==> config.mk <==
export PLATFORM = sky130hd
export DESIGN_NAME = fpm_mode_ctrl
export DESIGN_NICKNAME = d
export VERILOG_FILES = /design/src/rtl/fpm_pkg.sv /design/src/rtl/fpm_out_mux.sv /design/src/rtl/fpm_mode_ctrl.sv
export VERILOG_INCLUDE_DIRS = /design/src /design/src/rtl
export SDC_FILE = /design/constraint.sdc
export NUM_CORES = 1
export LEC_CHECK = 0
export BUFFER_PORTS_ARGS = -buffer_cell sky130_fd_sc_hd__clkbuf_2
export CAP_MARGIN = 20
export CORE_AREA = 2 2 123 125
export DETAILED_ROUTE_END_ITERATION = 10
export DIE_AREA = 0 0 125 127
export PLACE_DENSITY = 0.73
export SLEW_MARGIN = 25
export SYNTH_ARGS = -nofsm -noshare
export SYNTH_HDL_FRONTEND = slang
export SYNTH_SLANG_ARGS = --single-unit
==> constraint.sdc <==
create_clock -name clk_sys_i -period 2.2 [get_ports clk_sys_i]
set_input_delay 0.44 -clock clk_sys_i [delete_from_list [all_inputs] [get_ports clk_sys_i]]
set_output_delay 0.44 -clock clk_sys_i [all_outputs]
set_load 0.02 [all_outputs]
==> src/rtl/fpm_defs.svh <==
// Purpose: bit positions and constants of the accelerator mode control word
// Assumes: included by its bare name from rtl files
// Notes:   positions follow the 64-bit mode word layout
`ifndef FPM_DEFS_SVH
`define FPM_DEFS_SVH
`define FPM_MODE_RESET      64'h0000_0000_0000_0000
`define FPM_RSV_MASK        64'hFFFF_8000_F02E_0400
`define FPM_BIT_PIN_GATE    46
`define FPM_BIT_HALT        45
`define FPM_BIT_ADVANCE     44
`define FPM_MOVE_HI         43
`define FPM_MOVE_LO         40
`define FPM_MAC_HI          39
`define FPM_MAC_LO          36
`define FPM_STAGE_HI        35
`define FPM_STAGE_LO        32
`define FPM_MASK_HI         27
`define FPM_MASK_LO         22
`define FPM_BIT_PIPE        20
`define FPM_ROUND_HI        16
`define FPM_ROUND_LO        14
`define FPM_PROD_HI         13
`define FPM_PROD_LO         12
`define FPM_BIT_SIGNED      11
`define FPM_BIT_HEX_BIAS    9
`define FPM_BIT_HEX_KEEP    8
`define FPM_BIT_FLUSH       7
`define FPM_BIT_TRAP        6
`define FPM_BIT_AFFINE      5
`define FPM_BIT_CLAMP       4
`define FPM_ALT_HI          3
`define FPM_ALT_LO          2
`define FPM_PRI_HI          1
`define FPM_PRI_LO          0
`define FPM_HEX_BIAS_ADJ    8'h80
`define FPM_TRAP_ADJ_SGL    12'h0C0
`define FPM_TRAP_ADJ_DBL    12'h600
`define FPM_STATUS_ES_BIT   6
`endif

==> src/rtl/fpm_pkg.sv <==
// Purpose: shared types of the accelerator mode control block
// Assumes: fpm_defs.svh holds the numeric constants
// Notes:   decoded mode travels as one packed struct
package fpm_pkg;
  typedef enum logic [5:0] {
    FPM_SEL_RESULT = 6'b00_0001,
    FPM_SEL_FLAGS  = 6'b00_0010,
    FPM_SEL_STATUS = 6'b00_0100,
    FPM_SEL_INSTR  = 6'b00_1000,
    FPM_SEL_MODE   = 6'b01_0000,
    FPM_SEL_PREC   = 6'b10_0000
  } fpm_sel_e;
  typedef enum logic [2:0] {
    FPM_RND_NEAR = 3'h0, FPM_RND_MINF = 3'h1, FPM_RND_PINF = 3'h2,
    FPM_RND_ZERO = 3'h3, FPM_RND_ALTN = 3'h4, FPM_RND_AWAY = 3'h5
  } fpm_round_e;
  typedef enum logic [1:0] {
    FPM_FMT_IEEE = 2'h0, FPM_FMT_ALT1 = 2'h1, FPM_FMT_ALT2 = 2'h2, FPM_FMT_HEX = 2'h3
  } fpm_fmt_e;
  typedef struct packed {
    logic       fault_pin_gate;
    logic       halt_on_fault;
    logic       advance_ready;
    logic [3:0] move_cycle_count;
    logic [3:0] mac_cycle_count;
    logic [3:0] stage_cycle_count;
    logic [5:0] fault_masks;
    logic       pipelined_select;
    logic [2:0] rounding_select;
    logic [1:0] product_window_select;
    logic       signed_multiply;
    logic       hex_underflow_bias;
    logic       hex_significance_keep;
    logic       flush_denormals;
    logic       ieee_trap_enable;
    logic       infinity_closure_select;
    logic       overflow_clamp;
    logic [1:0] alternate_format;
    logic [1:0] primary_format;
  } fpm_mode_s;
  typedef enum logic [2:0] {
    FPM_OP_MOVE  = 3'b001,
    FPM_OP_MAC   = 3'b010,
    FPM_OP_OTHER = 3'b100
  } fpm_op_e;
endpackage : fpm_pkg

==> src/rtl/fpm_out_mux.sv <==
// Purpose: result bus selector of the accelerator
// Assumes: select is one-hot, from the same clock
// Notes:   registered so the bus comes straight from a flip-flop
module fpm_out_mux
  import fpm_pkg::*;
(
  // clock and reset
  input  wire logic            clk_sys_i,
  input  wire logic            rst_b_i,
  // sources
  input  wire fpm_pkg::fpm_sel_e sel_i,
  input  wire logic [31:0]     result_i,
  input  wire logic [31:0]     flags_i,
  input  wire logic [31:0]     status_i,
  input  wire logic [31:0]     instr_i,
  input  wire logic [31:0]     mode_i,
  input  wire logic [31:0]     prec_i,
  // result bus
  output logic      [31:0]     bus_o
);
  // one register stage; unknown selects return zero
  always_ff @(posedge clk_sys_i or negedge rst_b_i)
  begin
    if (!rst_b_i)
    begin
      bus_o <= 32'h0000_0000;
    end
    else
    begin
      case (sel_i)
        FPM_SEL_RESULT: bus_o <= result_i;
        FPM_SEL_FLAGS:  bus_o <= flags_i;
        FPM_SEL_STATUS: bus_o <= status_i;
        FPM_SEL_INSTR:  bus_o <= instr_i;
        FPM_SEL_MODE:   bus_o <= mode_i;
        FPM_SEL_PREC:   bus_o <= prec_i;
        default:        bus_o <= 32'h0000_0000;
      endcase
    end
  end
endmodule // fpm_out_mux

==> src/rtl/fpm_mode_ctrl.sv <==
// Purpose: mode word storage, decode, fault reporting and ALU timing of the accelerator
// Assumes: transaction decode upstream gives one-cycle write strobes on clk_sys_i
// Notes:   the ALU itself is outside; this block only steers it
`include "fpm_defs.svh"

module fpm_mode_ctrl
  import fpm_pkg::*;
(
  // clock and reset
  input  wire logic                 clk_sys_i,
  input  wire logic                 rst_b_i,
  // mode write request
  input  wire logic                 mode_wr_i,
  input  wire logic [63:0]          mode_data_i,
  // operation launch from the control unit
  input  wire logic                 op_start_i,
  input  wire fpm_pkg::fpm_op_e     op_kind_i,
  // exception bits of the status register, bits 5..0
  input  wire logic [5:0]           status_faults_i,
  // result bus sources
  input  wire fpm_pkg::fpm_sel_e    out_sel_i,
  input  wire logic [31:0]          result_i,
  input  wire logic [31:0]          flags_i,
  input  wire logic [31:0]          status_i,
  input  wire logic [31:0]          instr_i,
  input  wire logic                 mode_half_i,
  input  wire logic [31:0]          prec_i,
  // decoded mode and reporting
  output fpm_pkg::fpm_mode_s        mode_o,
  output logic                      exception_summary_o,
  output logic                      fault_pin_n_o,
  output logic                      halted_o,
  output logic                      busy_o,
  output logic                      result_ready_n_o,
  output logic [31:0]               result_bus_o
);
  import fpm_pkg::*;

  logic [63:0] mode_q;
  logic [3:0]  cnt_q;
  logic [3:0]  cnt_d;
  logic        fault_now;
  logic [5:0]  fault_live;

  // decode the word into named fields; pure wiring so it acts at once
  function automatic fpm_mode_s fpm_decode(input logic [63:0] w);
    fpm_mode_s m;
    m.fault_pin_gate          = w[`FPM_BIT_PIN_GATE];
    m.halt_on_fault           = w[`FPM_BIT_HALT];
    m.advance_ready           = w[`FPM_BIT_ADVANCE];
    m.move_cycle_count        = w[`FPM_MOVE_HI:`FPM_MOVE_LO];
    m.mac_cycle_count         = w[`FPM_MAC_HI:`FPM_MAC_LO];
    m.stage_cycle_count       = w[`FPM_STAGE_HI:`FPM_STAGE_LO];
    m.fault_masks             = w[`FPM_MASK_HI:`FPM_MASK_LO];
    m.pipelined_select        = w[`FPM_BIT_PIPE];
    m.rounding_select         = w[`FPM_ROUND_HI:`FPM_ROUND_LO];
    m.product_window_select   = w[`FPM_PROD_HI:`FPM_PROD_LO];
    m.signed_multiply         = w[`FPM_BIT_SIGNED];
    m.hex_underflow_bias      = w[`FPM_BIT_HEX_BIAS];
    m.hex_significance_keep   = w[`FPM_BIT_HEX_KEEP];
    m.flush_denormals         = w[`FPM_BIT_FLUSH];
    m.ieee_trap_enable        = w[`FPM_BIT_TRAP];
    m.infinity_closure_select = w[`FPM_BIT_AFFINE];
    m.overflow_clamp          = w[`FPM_BIT_CLAMP];
    m.alternate_format        = w[`FPM_ALT_HI:`FPM_ALT_LO];
    m.primary_format          = w[`FPM_PRI_HI:`FPM_PRI_LO];
    return m;
  endfunction

  fpm_mode_s mode_c;
  assign mode_c = fpm_decode(mode_q);

  // the word on the request lines steers everything in its own write cycle;
  // waiting for the stored copy would add a cycle in which the old masks still act
  fpm_mode_s mode_now;
  assign mode_now = mode_wr_i ? fpm_decode(mode_data_i) : mode_c;

  // the only writer of the mode word is the host request; reserved bits are stored as written
  always_ff @(posedge clk_sys_i or negedge rst_b_i)
  begin
    if (!rst_b_i)
    begin
      mode_q <= `FPM_MODE_RESET;
    end
    else if (mode_wr_i)
    begin
      mode_q <= mode_data_i;
    end
  end

  // registered copy of the decoded fields for the datapath
  // the datapath sees the incoming word one cycle after the write cycle, when mode_o takes it
  always_ff @(posedge clk_sys_i or negedge rst_b_i)
  begin
    if (!rst_b_i)
    begin
      mode_o <= fpm_decode(`FPM_MODE_RESET);
    end
    else
    begin
      mode_o <= mode_now;
    end
  end

  // a fault counts only when its mask bit is clear; bit order of masks matches status bits
  // masks 27..22 are zero,inexact,underflow,overflow,reserved,invalid = status 5..0
  // one gate per status bit, so a mask only ever hides its own exception
  for (genvar g = 0; g < 6; g++)
  begin : g_fault
    assign fault_live[g] = status_faults_i[g] & ~mode_now.fault_masks[g];
  end

  // any surviving bit makes an error condition
  assign fault_now = |fault_live;

  always_ff @(posedge clk_sys_i or negedge rst_b_i)
  begin
    if (!rst_b_i)
    begin
      exception_summary_o <= 1'b0;
    end
    else
    begin
      exception_summary_o <= fault_now;
    end
  end

  // active-low pin; a clear gate bit forces it inactive high
  always_ff @(posedge clk_sys_i or negedge rst_b_i)
  begin
    if (!rst_b_i)
    begin
      fault_pin_n_o <= 1'b1;
    end
    else
    begin
      fault_pin_n_o <= ~(fault_now & mode_now.fault_pin_gate);
    end
  end

  // halt while an unmasked fault stands; clears when software clears the status bit
  always_ff @(posedge clk_sys_i or negedge rst_b_i)
  begin
    if (!rst_b_i)
    begin
      halted_o <= 1'b0;
    end
    else
    begin
      halted_o <= fault_now & mode_now.halt_on_fault;
    end
  end

  // traversal timer: load count per op kind, count down to zero
  // out-of-range counts are not trapped; the host keeps them legal
  function automatic logic [3:0] fpm_load(input fpm_mode_s m, input fpm_op_e k);
    logic [3:0] c;
    c = m.stage_cycle_count;
    if (m.pipelined_select)
    begin
      c = m.stage_cycle_count;
    end
    else if (k == FPM_OP_MOVE)
    begin
      c = m.move_cycle_count;
    end
    else if (k == FPM_OP_MAC)
    begin
      c = m.mac_cycle_count;
    end
    return c;
  endfunction

  always_comb
  begin
    cnt_d = cnt_q;
    if (cnt_q != 4'h0)
    begin
      cnt_d = cnt_q - 4'h1;
    end
    else if (op_start_i && !(fault_now && mode_now.halt_on_fault))
    begin
      cnt_d = fpm_load(mode_now, op_kind_i);
    end
  end

  always_ff @(posedge clk_sys_i or negedge rst_b_i)
  begin
    if (!rst_b_i)
    begin
      cnt_q <= 4'h0;
    end
    else
    begin
      cnt_q <= cnt_d;
    end
  end

  // busy follows the next counter value so it rises in the cycle after launch;
  // a start that arrives while busy is dropped, the host must wait for ready
  always_ff @(posedge clk_sys_i or negedge rst_b_i)
  begin
    if (!rst_b_i)
    begin
      busy_o <= 1'b0;
    end
    else
    begin
      busy_o <= (cnt_d != 4'h0);
    end
  end

  // ready low for one cycle at the end; advanced one cycle only in flow-through
  always_ff @(posedge clk_sys_i or negedge rst_b_i)
  begin
    if (!rst_b_i)
    begin
      result_ready_n_o <= 1'b1;
    end
    else if (mode_now.advance_ready && !mode_now.pipelined_select)
    begin
      result_ready_n_o <= ~(cnt_q == 4'h2);
    end
    else
    begin
      // pipeline mode ends one stage count after launch, the advance bit is ignored there
      result_ready_n_o <= ~(cnt_q == 4'h1);
    end
  end

  // mode readout on the 32-bit bus takes one half per read
  fpm_out_mux u_out_mux (
    .clk_sys_i (clk_sys_i),
    .rst_b_i   (rst_b_i),
    .sel_i     (out_sel_i),
    .result_i  (result_i),
    .flags_i   (flags_i),
    .status_i  (status_i),
    .instr_i   (instr_i),
    .mode_i    (mode_half_i ? mode_q[63:32] : mode_q[31:0]),
    .prec_i    (prec_i),
    .bus_o     (result_bus_o)
  );
endmodule // fpm_mode_ctrl

Yosys cells after proc, flatten, opt, wreduce, memory -nomap -nowiden
Cells that the tools add are included.
{"block": "totals", "elab_cells": 72, "reg_bits": 143, "inputBits": 244, "out_inout_bits": 75}
{"block": "op_classes", "n_mux": 9, "n_reduce_logical": 8, "bitwise": 17, "eq_ne": 10, "add_sub_neg": 1}
{"operator": "one-hot mux 32 bit (6 select lines)", "count": 1}
{"operator": "two-way mux 38 bit", "count": 1}
{"operator": "two-way mux 32 bit", "count": 1}
{"operator": "two-way mux 4 bit", "count": 5}
{"operator": "NOT 1 bit", "count": 9}
{"operator": "AND 1 bit", "count": 8}
{"operator": "nonzero test 4 bit", "count": 2}
{"operator": "== test 6 x 1 -> 1 bit (second input constant)", "count": 1}
{"operator": "== test 6 x 2 -> 1 bit (second input constant)", "count": 1}
{"operator": "== test 6 x 3 -> 1 bit (second input constant)", "count": 1}
{"operator": "== test 6 x 4 -> 1 bit (second input constant)", "count": 1}
{"operator": "== test 6 x 5 -> 1 bit (second input constant)", "count": 1}
{"operator": "== test 6 bit (second input constant)", "count": 1}
{"operator": "OR reduction 6 bit", "count": 1}
{"operator": "== test 4 x 1 -> 1 bit (second input constant)", "count": 1}
{"operator": "== test 4 x 2 -> 1 bit (second input constant)", "count": 1}
{"operator": "subtractor 4 x 1 -> 4 bit (second input constant)", "count": 1}
{"operator": "== test 3 x 1 -> 1 bit (second input constant)", "count": 1}
{"operator": "== test 3 x 2 -> 1 bit (second input constant)", "count": 1}
{"operator": "logical AND 1 bit", "count": 3}
{"operator": "logical NOT 1 bit", "count": 2}
{"operator": "two-way mux 1 bit", "count": 1}

Longest topological paths before layout
{"block": "logic_depth", "word_depth": 10, "ltp_mapped": 7, "depth_no_buf": 7}

Modules after synthesis
From an unflattened synthesis, not the netlist that was laid out.
{"block": "hier_totals", "hier_cells": 503, "hier_area_um2": 6501.2}
{"module": "fpm_mode_ctrl", "cells_per_inst": 289, "n_inst": 1, "seq_area_each_um2": 2780.2, "area_per_inst_um2": 4375.4}
{"module": "fpm_out_mux", "cells_per_inst": 214, "n_inst": 1, "seq_area_each_um2": 800.8, "area_per_inst_um2": 2125.8}

Worst setup path after synthesis
Ideal clock, no wire load.
{"block": "synth_timing", "path_type": "in2reg", "from": "input mode_wr_i", "to": "register busy_o", "t_arrival_ns": 1.704, "path_slack_ns": 0.361, "setup_ns": 0.135, "cell_stages": 7, "required_ns": 2.065, "path_buffers": 2, "cell_sequence": "buf_6 buf_2 mux2_2 o31ai_1 o21ai_0 a41o_1 nand4b_1"}
{"element": "start: declaration", "line": "fpm_mode_ctrl.sv:13", "rtl": "input wire logic mode_wr_i,"}
{"element": "end signal: assignment", "line": "fpm_mode_ctrl.sv:209", "rtl": "busy_o <= (cnt_d != 4'h0);"}
{"element": "end: declaration", "line": "fpm_mode_ctrl.sv:33", "rtl": "output logic busy_o,"}

Worst setup path in the final report
{"block": "layout_timing", "from": "register cnt_q[0]", "to": "register busy_o"}
{"block": "layout_via", "elab_chain_cells": 3, "elab_cells_between_ends": 5, "classes_between": "add/sub (1); mux (2); reduce/logical (2)"}
{"element": "start: declaration", "line": "fpm_mode_ctrl.sv:40", "rtl": "logic [3:0] cnt_q;"}
{"element": "start signal: assignment", "line": "fpm_mode_ctrl.sv:195", "rtl": "cnt_q <= cnt_d;"}
{"element": "subtractor 4 x 1 -> 4 bit, or another cell as far along", "line": "fpm_mode_ctrl.sv:179", "rtl": "cnt_d = cnt_q - 4'h1;"}
{"element": "two-way mux 4 bit (*)", "line": "fpm_mode_ctrl.sv:177", "rtl": "if (cnt_q != 4'h0)"}
{"element": "nonzero test 4 bit (*)", "line": "fpm_mode_ctrl.sv:209"}
Every way passes the cells marked *; elsewhere a longest branch is shown, timed or not.
A chain may end at the register's enable or synchronous reset.

==> metrics list <==
- The setup path with the least slack is of type flip-flop to flip-flop.
- Dividing total power by cell area gives a power density of 807 nW/um^2.
* Post-DR wirelength/cell: 19.3 um
* Storage cell area: 3580 sq um
- Total count of max-transition violations in the final report: 0
* Xor/xnor cell area share of the yosys netlist: 0.00281
- Simple-gate share of the synthesized area: 0.0753
- Of the post-synthesis cell area, the part taken by muxes is 0.179.
- In the finished design, the share of the clock period the worst path needs comes to 0.786.
* Dominant cells by area after synthesis: dfrtp_1 57%, mux2_2 10%, a22oi_1 7.8%
- The share of the Yosys chip area taken by registers is 0.575.
* Crit-path max FO: 7
* H-tree depth: 4
- Once the clock tree was built, the setup fixing pass inserted 0 buffers.
- Setup repair after global routing missed its margin: no
- The largest total area in the synthesized netlist belongs to dfrtp_1.
* Slew at the pin with the worst max-slew slack: 445 ps
- In this run the vertical extent of the chip is 127 um.
- Post-synthesis cell type count: 45
* Highest-count cells in the layout ignoring fill and taps: 316 x clkbuf_2, 141 x dfrtp_1, 65 x a22oi_1
* Worst-case hold slack: 239 ps
- DP HPWL: 15500 um
- Number of cells in the finished layout apart from fillers: 1033
- Warnings from Yosys: 0
- Normalized max-slew margin: 0.703
* Number of nets produced by synthesis: 756
- The die covers 15900 sq um.
* Post-synthesis cell count: 509
- Placed cells: 1001
- In this run the remaining antenna-violating nets after routing total 0.
* Total detailed-routing wirelength: 19900 um
* Max frequency: 578 MHz
- Summed over all cells, the static leakage comes to 0.00455 uW.
- Run status: finished, final reports clean
* First drt pass iteration count: 5
- STA puts the critical path data arrival time at 2010 ps.
* Number of filler instances in the final layout: 1232
- Across the VDD grid, the largest voltage drop is 0.000544 V.
- In this run, synthesis inferred 0 flip-flops with an integrated enable.
- Clock-pin slew was measured on the worst setup and hold paths at 60 ps.
- The longest clock path from root to sink contains 2 buffers.
* Top-area cell type share of the netlist area: 0.566
- Relative to the synthesized area, the layout overhead comes to 40.9%.
* Accumulated negative setup slack: 0 ps
- The repair_antennas step left the layout with diodes totalling 0.
- For the worst-skew pair, the clock arrives at the later sink with an insertion delay of 420 ps.
- Of the cells placed in the final design, the portion with a size suffix greater than 1 is 0.512.
* Cell area after synthesis: 6230 sq um
- Overall via count from detail_route: 5395
* Final setup violation count: 0
- Max stage delay on crit path: 430 ps
* Post-synthesis adder-cell area fraction: 0.00602
* Cell at the root of the clock tree: clkbuf_16
- Maximum number of pins on one net before global-route repair: 67
- Number of nets in the layout: 1084
- The tool flagged a number of max-cap violations equal to 0.
* Via density per instance: 5.22
- Counting flops and latches in the post-synthesis netlist gives 143.
* Leading cell type in the layout, fill and taps excluded: clkbuf_2
* Area fraction in compound gates after synthesis: 0.131
* Die Width: 125 um
- The number of antenna violations at the first check in global routing was 0.
* Final global-route overflow total: 0
- For this run, the leading register cell type out of synthesis is dfrtp_1.
- Number of global-route vias before repair: 5520
- Number of placement rows: 44
- Clock skew on the completed layout was measured at 6.80 ps.
- Each instance of the synthesized netlist takes up on average 12.2 sq um.
- The worst setup path is launched from a flip-flop.
- By area, the combinational part of the netlist is dominated by multiplexers.
- Routability-driven placement finished with a final weighted congestion of 0.904.
* Cell Chain, Critical Path: inv_1 -> ha_1 -> nor3b_1 -> buf_4 -> a21o_1 -> nand2_1 -> a31oi_1 -> nand4b_1
* Placed cell area: 8190 sq um
- Combined area of the multi-input logic cells: 2480 sq um
* Async S/R FF share, synth: 1.00
* I/O pin total: 319
* TritonCTS Buffers: 17
- In this run the worst hold path is classified as input pin to flip-flop.
- The smallest clock period supported by the final layout is computed as 1730 ps.
* Kind of end point of the critical path: flip-flop
- DRC violations left: 0
* Num Clock Sinks: 143
- Once layout is done, the placed cells without fillers occupy 8780 sq um.
- The initial utilization of the core area, before any placement, comes to 0.432.
* Detailed Route Iter0 Violations: 274
* Final number of hold-violating endpoints: 0
* Core region area: 14400 sq um
- In this run the tool buffered the top-level ports with 318 buffer cells.
* Global-route wire length before repair: 30500 um
- For this run, the total global-route usage over all layers was measured as 0.251.
- CTS tree: yes
- Crit path required time: 2480 ps
- CP max stage cell: dfrtp_1
-- cell type report --
type | count | area share
clock buffers | 19 | 0.0505
clock inverters | 12 | 0.0155
inverters | 15 | 0.00641
multi-input cells | 320 | 0.282
flip-flops and latches | 143 | 0.408
well taps | 184 | 0.0262
repair buffers | 340 | 0.211
-- worst max-delay path: cells and delay by family, from the launching register on --
family / cells / cell delay (ps)
DFF: 1 / 430
and+or+nand+nor: 3 / 380
buffers and inverters: 2 / 300
adders and majority gates: 1 / 250
AOI/OAI and AO/OA: 2 / 240
-- cells in the mapped netlist (7+ instances only) --
| library cell | number |
|---|---|
| nand2_1 | 7 |
| nand3_1 | 34 |
| buf_2 | 14 |
| dfrtp_1 | 141 |
| a22oi_1 | 65 |
| inv_1 | 14 |
| mux2i_1 | 46 |
| mux2_2 | 56 |
| clkbuf_1 | 12 |
| nor2_1 | 35 |
| a21oi_1 | 34 |
-- report_power, final --
group          switching (uW)  total [uW]  internal, uW
Sequential                154        3060          2900
Combinational             665        1230           561
Clock                    1100        2800          1700
-- worst paths after layout --
path                       cells past startpoint  slack, ps                   start                           end
setup / recovery                               8        470      cnt_q[0]$_DFF_PN0_              busy_o$_DFF_PN0_
hold / removal                                 3        240              flags_i[9]  u_out_mux.bus_o[9]$_DFF_PN0_
setup reg to reg                               8        470      cnt_q[0]$_DFF_PN0_              busy_o$_DFF_PN0_
hold reg to reg                                1        500  mode_q[59]$_DFFE_PN0P_        mode_q[59]$_DFFE_PN0P_
max in group asynchronous                      3        950                 rst_b_i        mode_q[36]$_DFFE_PN0P_
min in group asynchronous                      2        540                 rst_b_i        mode_q[21]$_DFFE_PN0P_
-- routing by layer --
| layer | routed length (um) | track usage | vias up |
|---|---|---|---|
| met3 | 1040 | 0.0503 | 34 |
| met4 | 532 | 0.0948 | 0 |
| met2 | 9680 | 0.411 | 216 |
| met1 | 8640 | 0.333 | 2616 |
| met5 | 0 | 0 | - |
| li1 | - | - | 2529 |
-- state kept, by name, indices dropped and copies added (netlist names), 4 cells and up --
register / count
mode_o: 38
mode_q: 64
u_out_mux.bus_o: 32
cnt_q: 4
-- stage by stage --
stage / setup WS (ps) / power (uW) / util
6_report: 470 / 7090 / 0.609
3_3_place_gp: 138 / 4290 / 0.568
3_5_place_dp: 88.0 / 4320 / 0.568
5_1_grt: 343 / 7410 / 0.609
4_1_cts: 486 / 7150 / 0.609
2_1_floorplan: 361 / 3720 / -
-- cells by family (layout without fill, tap and decap cells) --
group	count (synthesis)	count (layout)
DFF	143	143
buffers and inverters	46	386
AOI/OAI and AO/OA	119	119
xor gates and xnor gates	2	2
muxes	103	103
adders and majority gates	3	3
and+or+nand+nor	93	93
-- repair_timing --
action | in CTS | in global routing
endpoints found under the hold margin | 44 | 0
hold buffers | 1 | 0
gates resized for setup | 0 | 0
No activity file was read; power rests on OpenSTA's default activity.
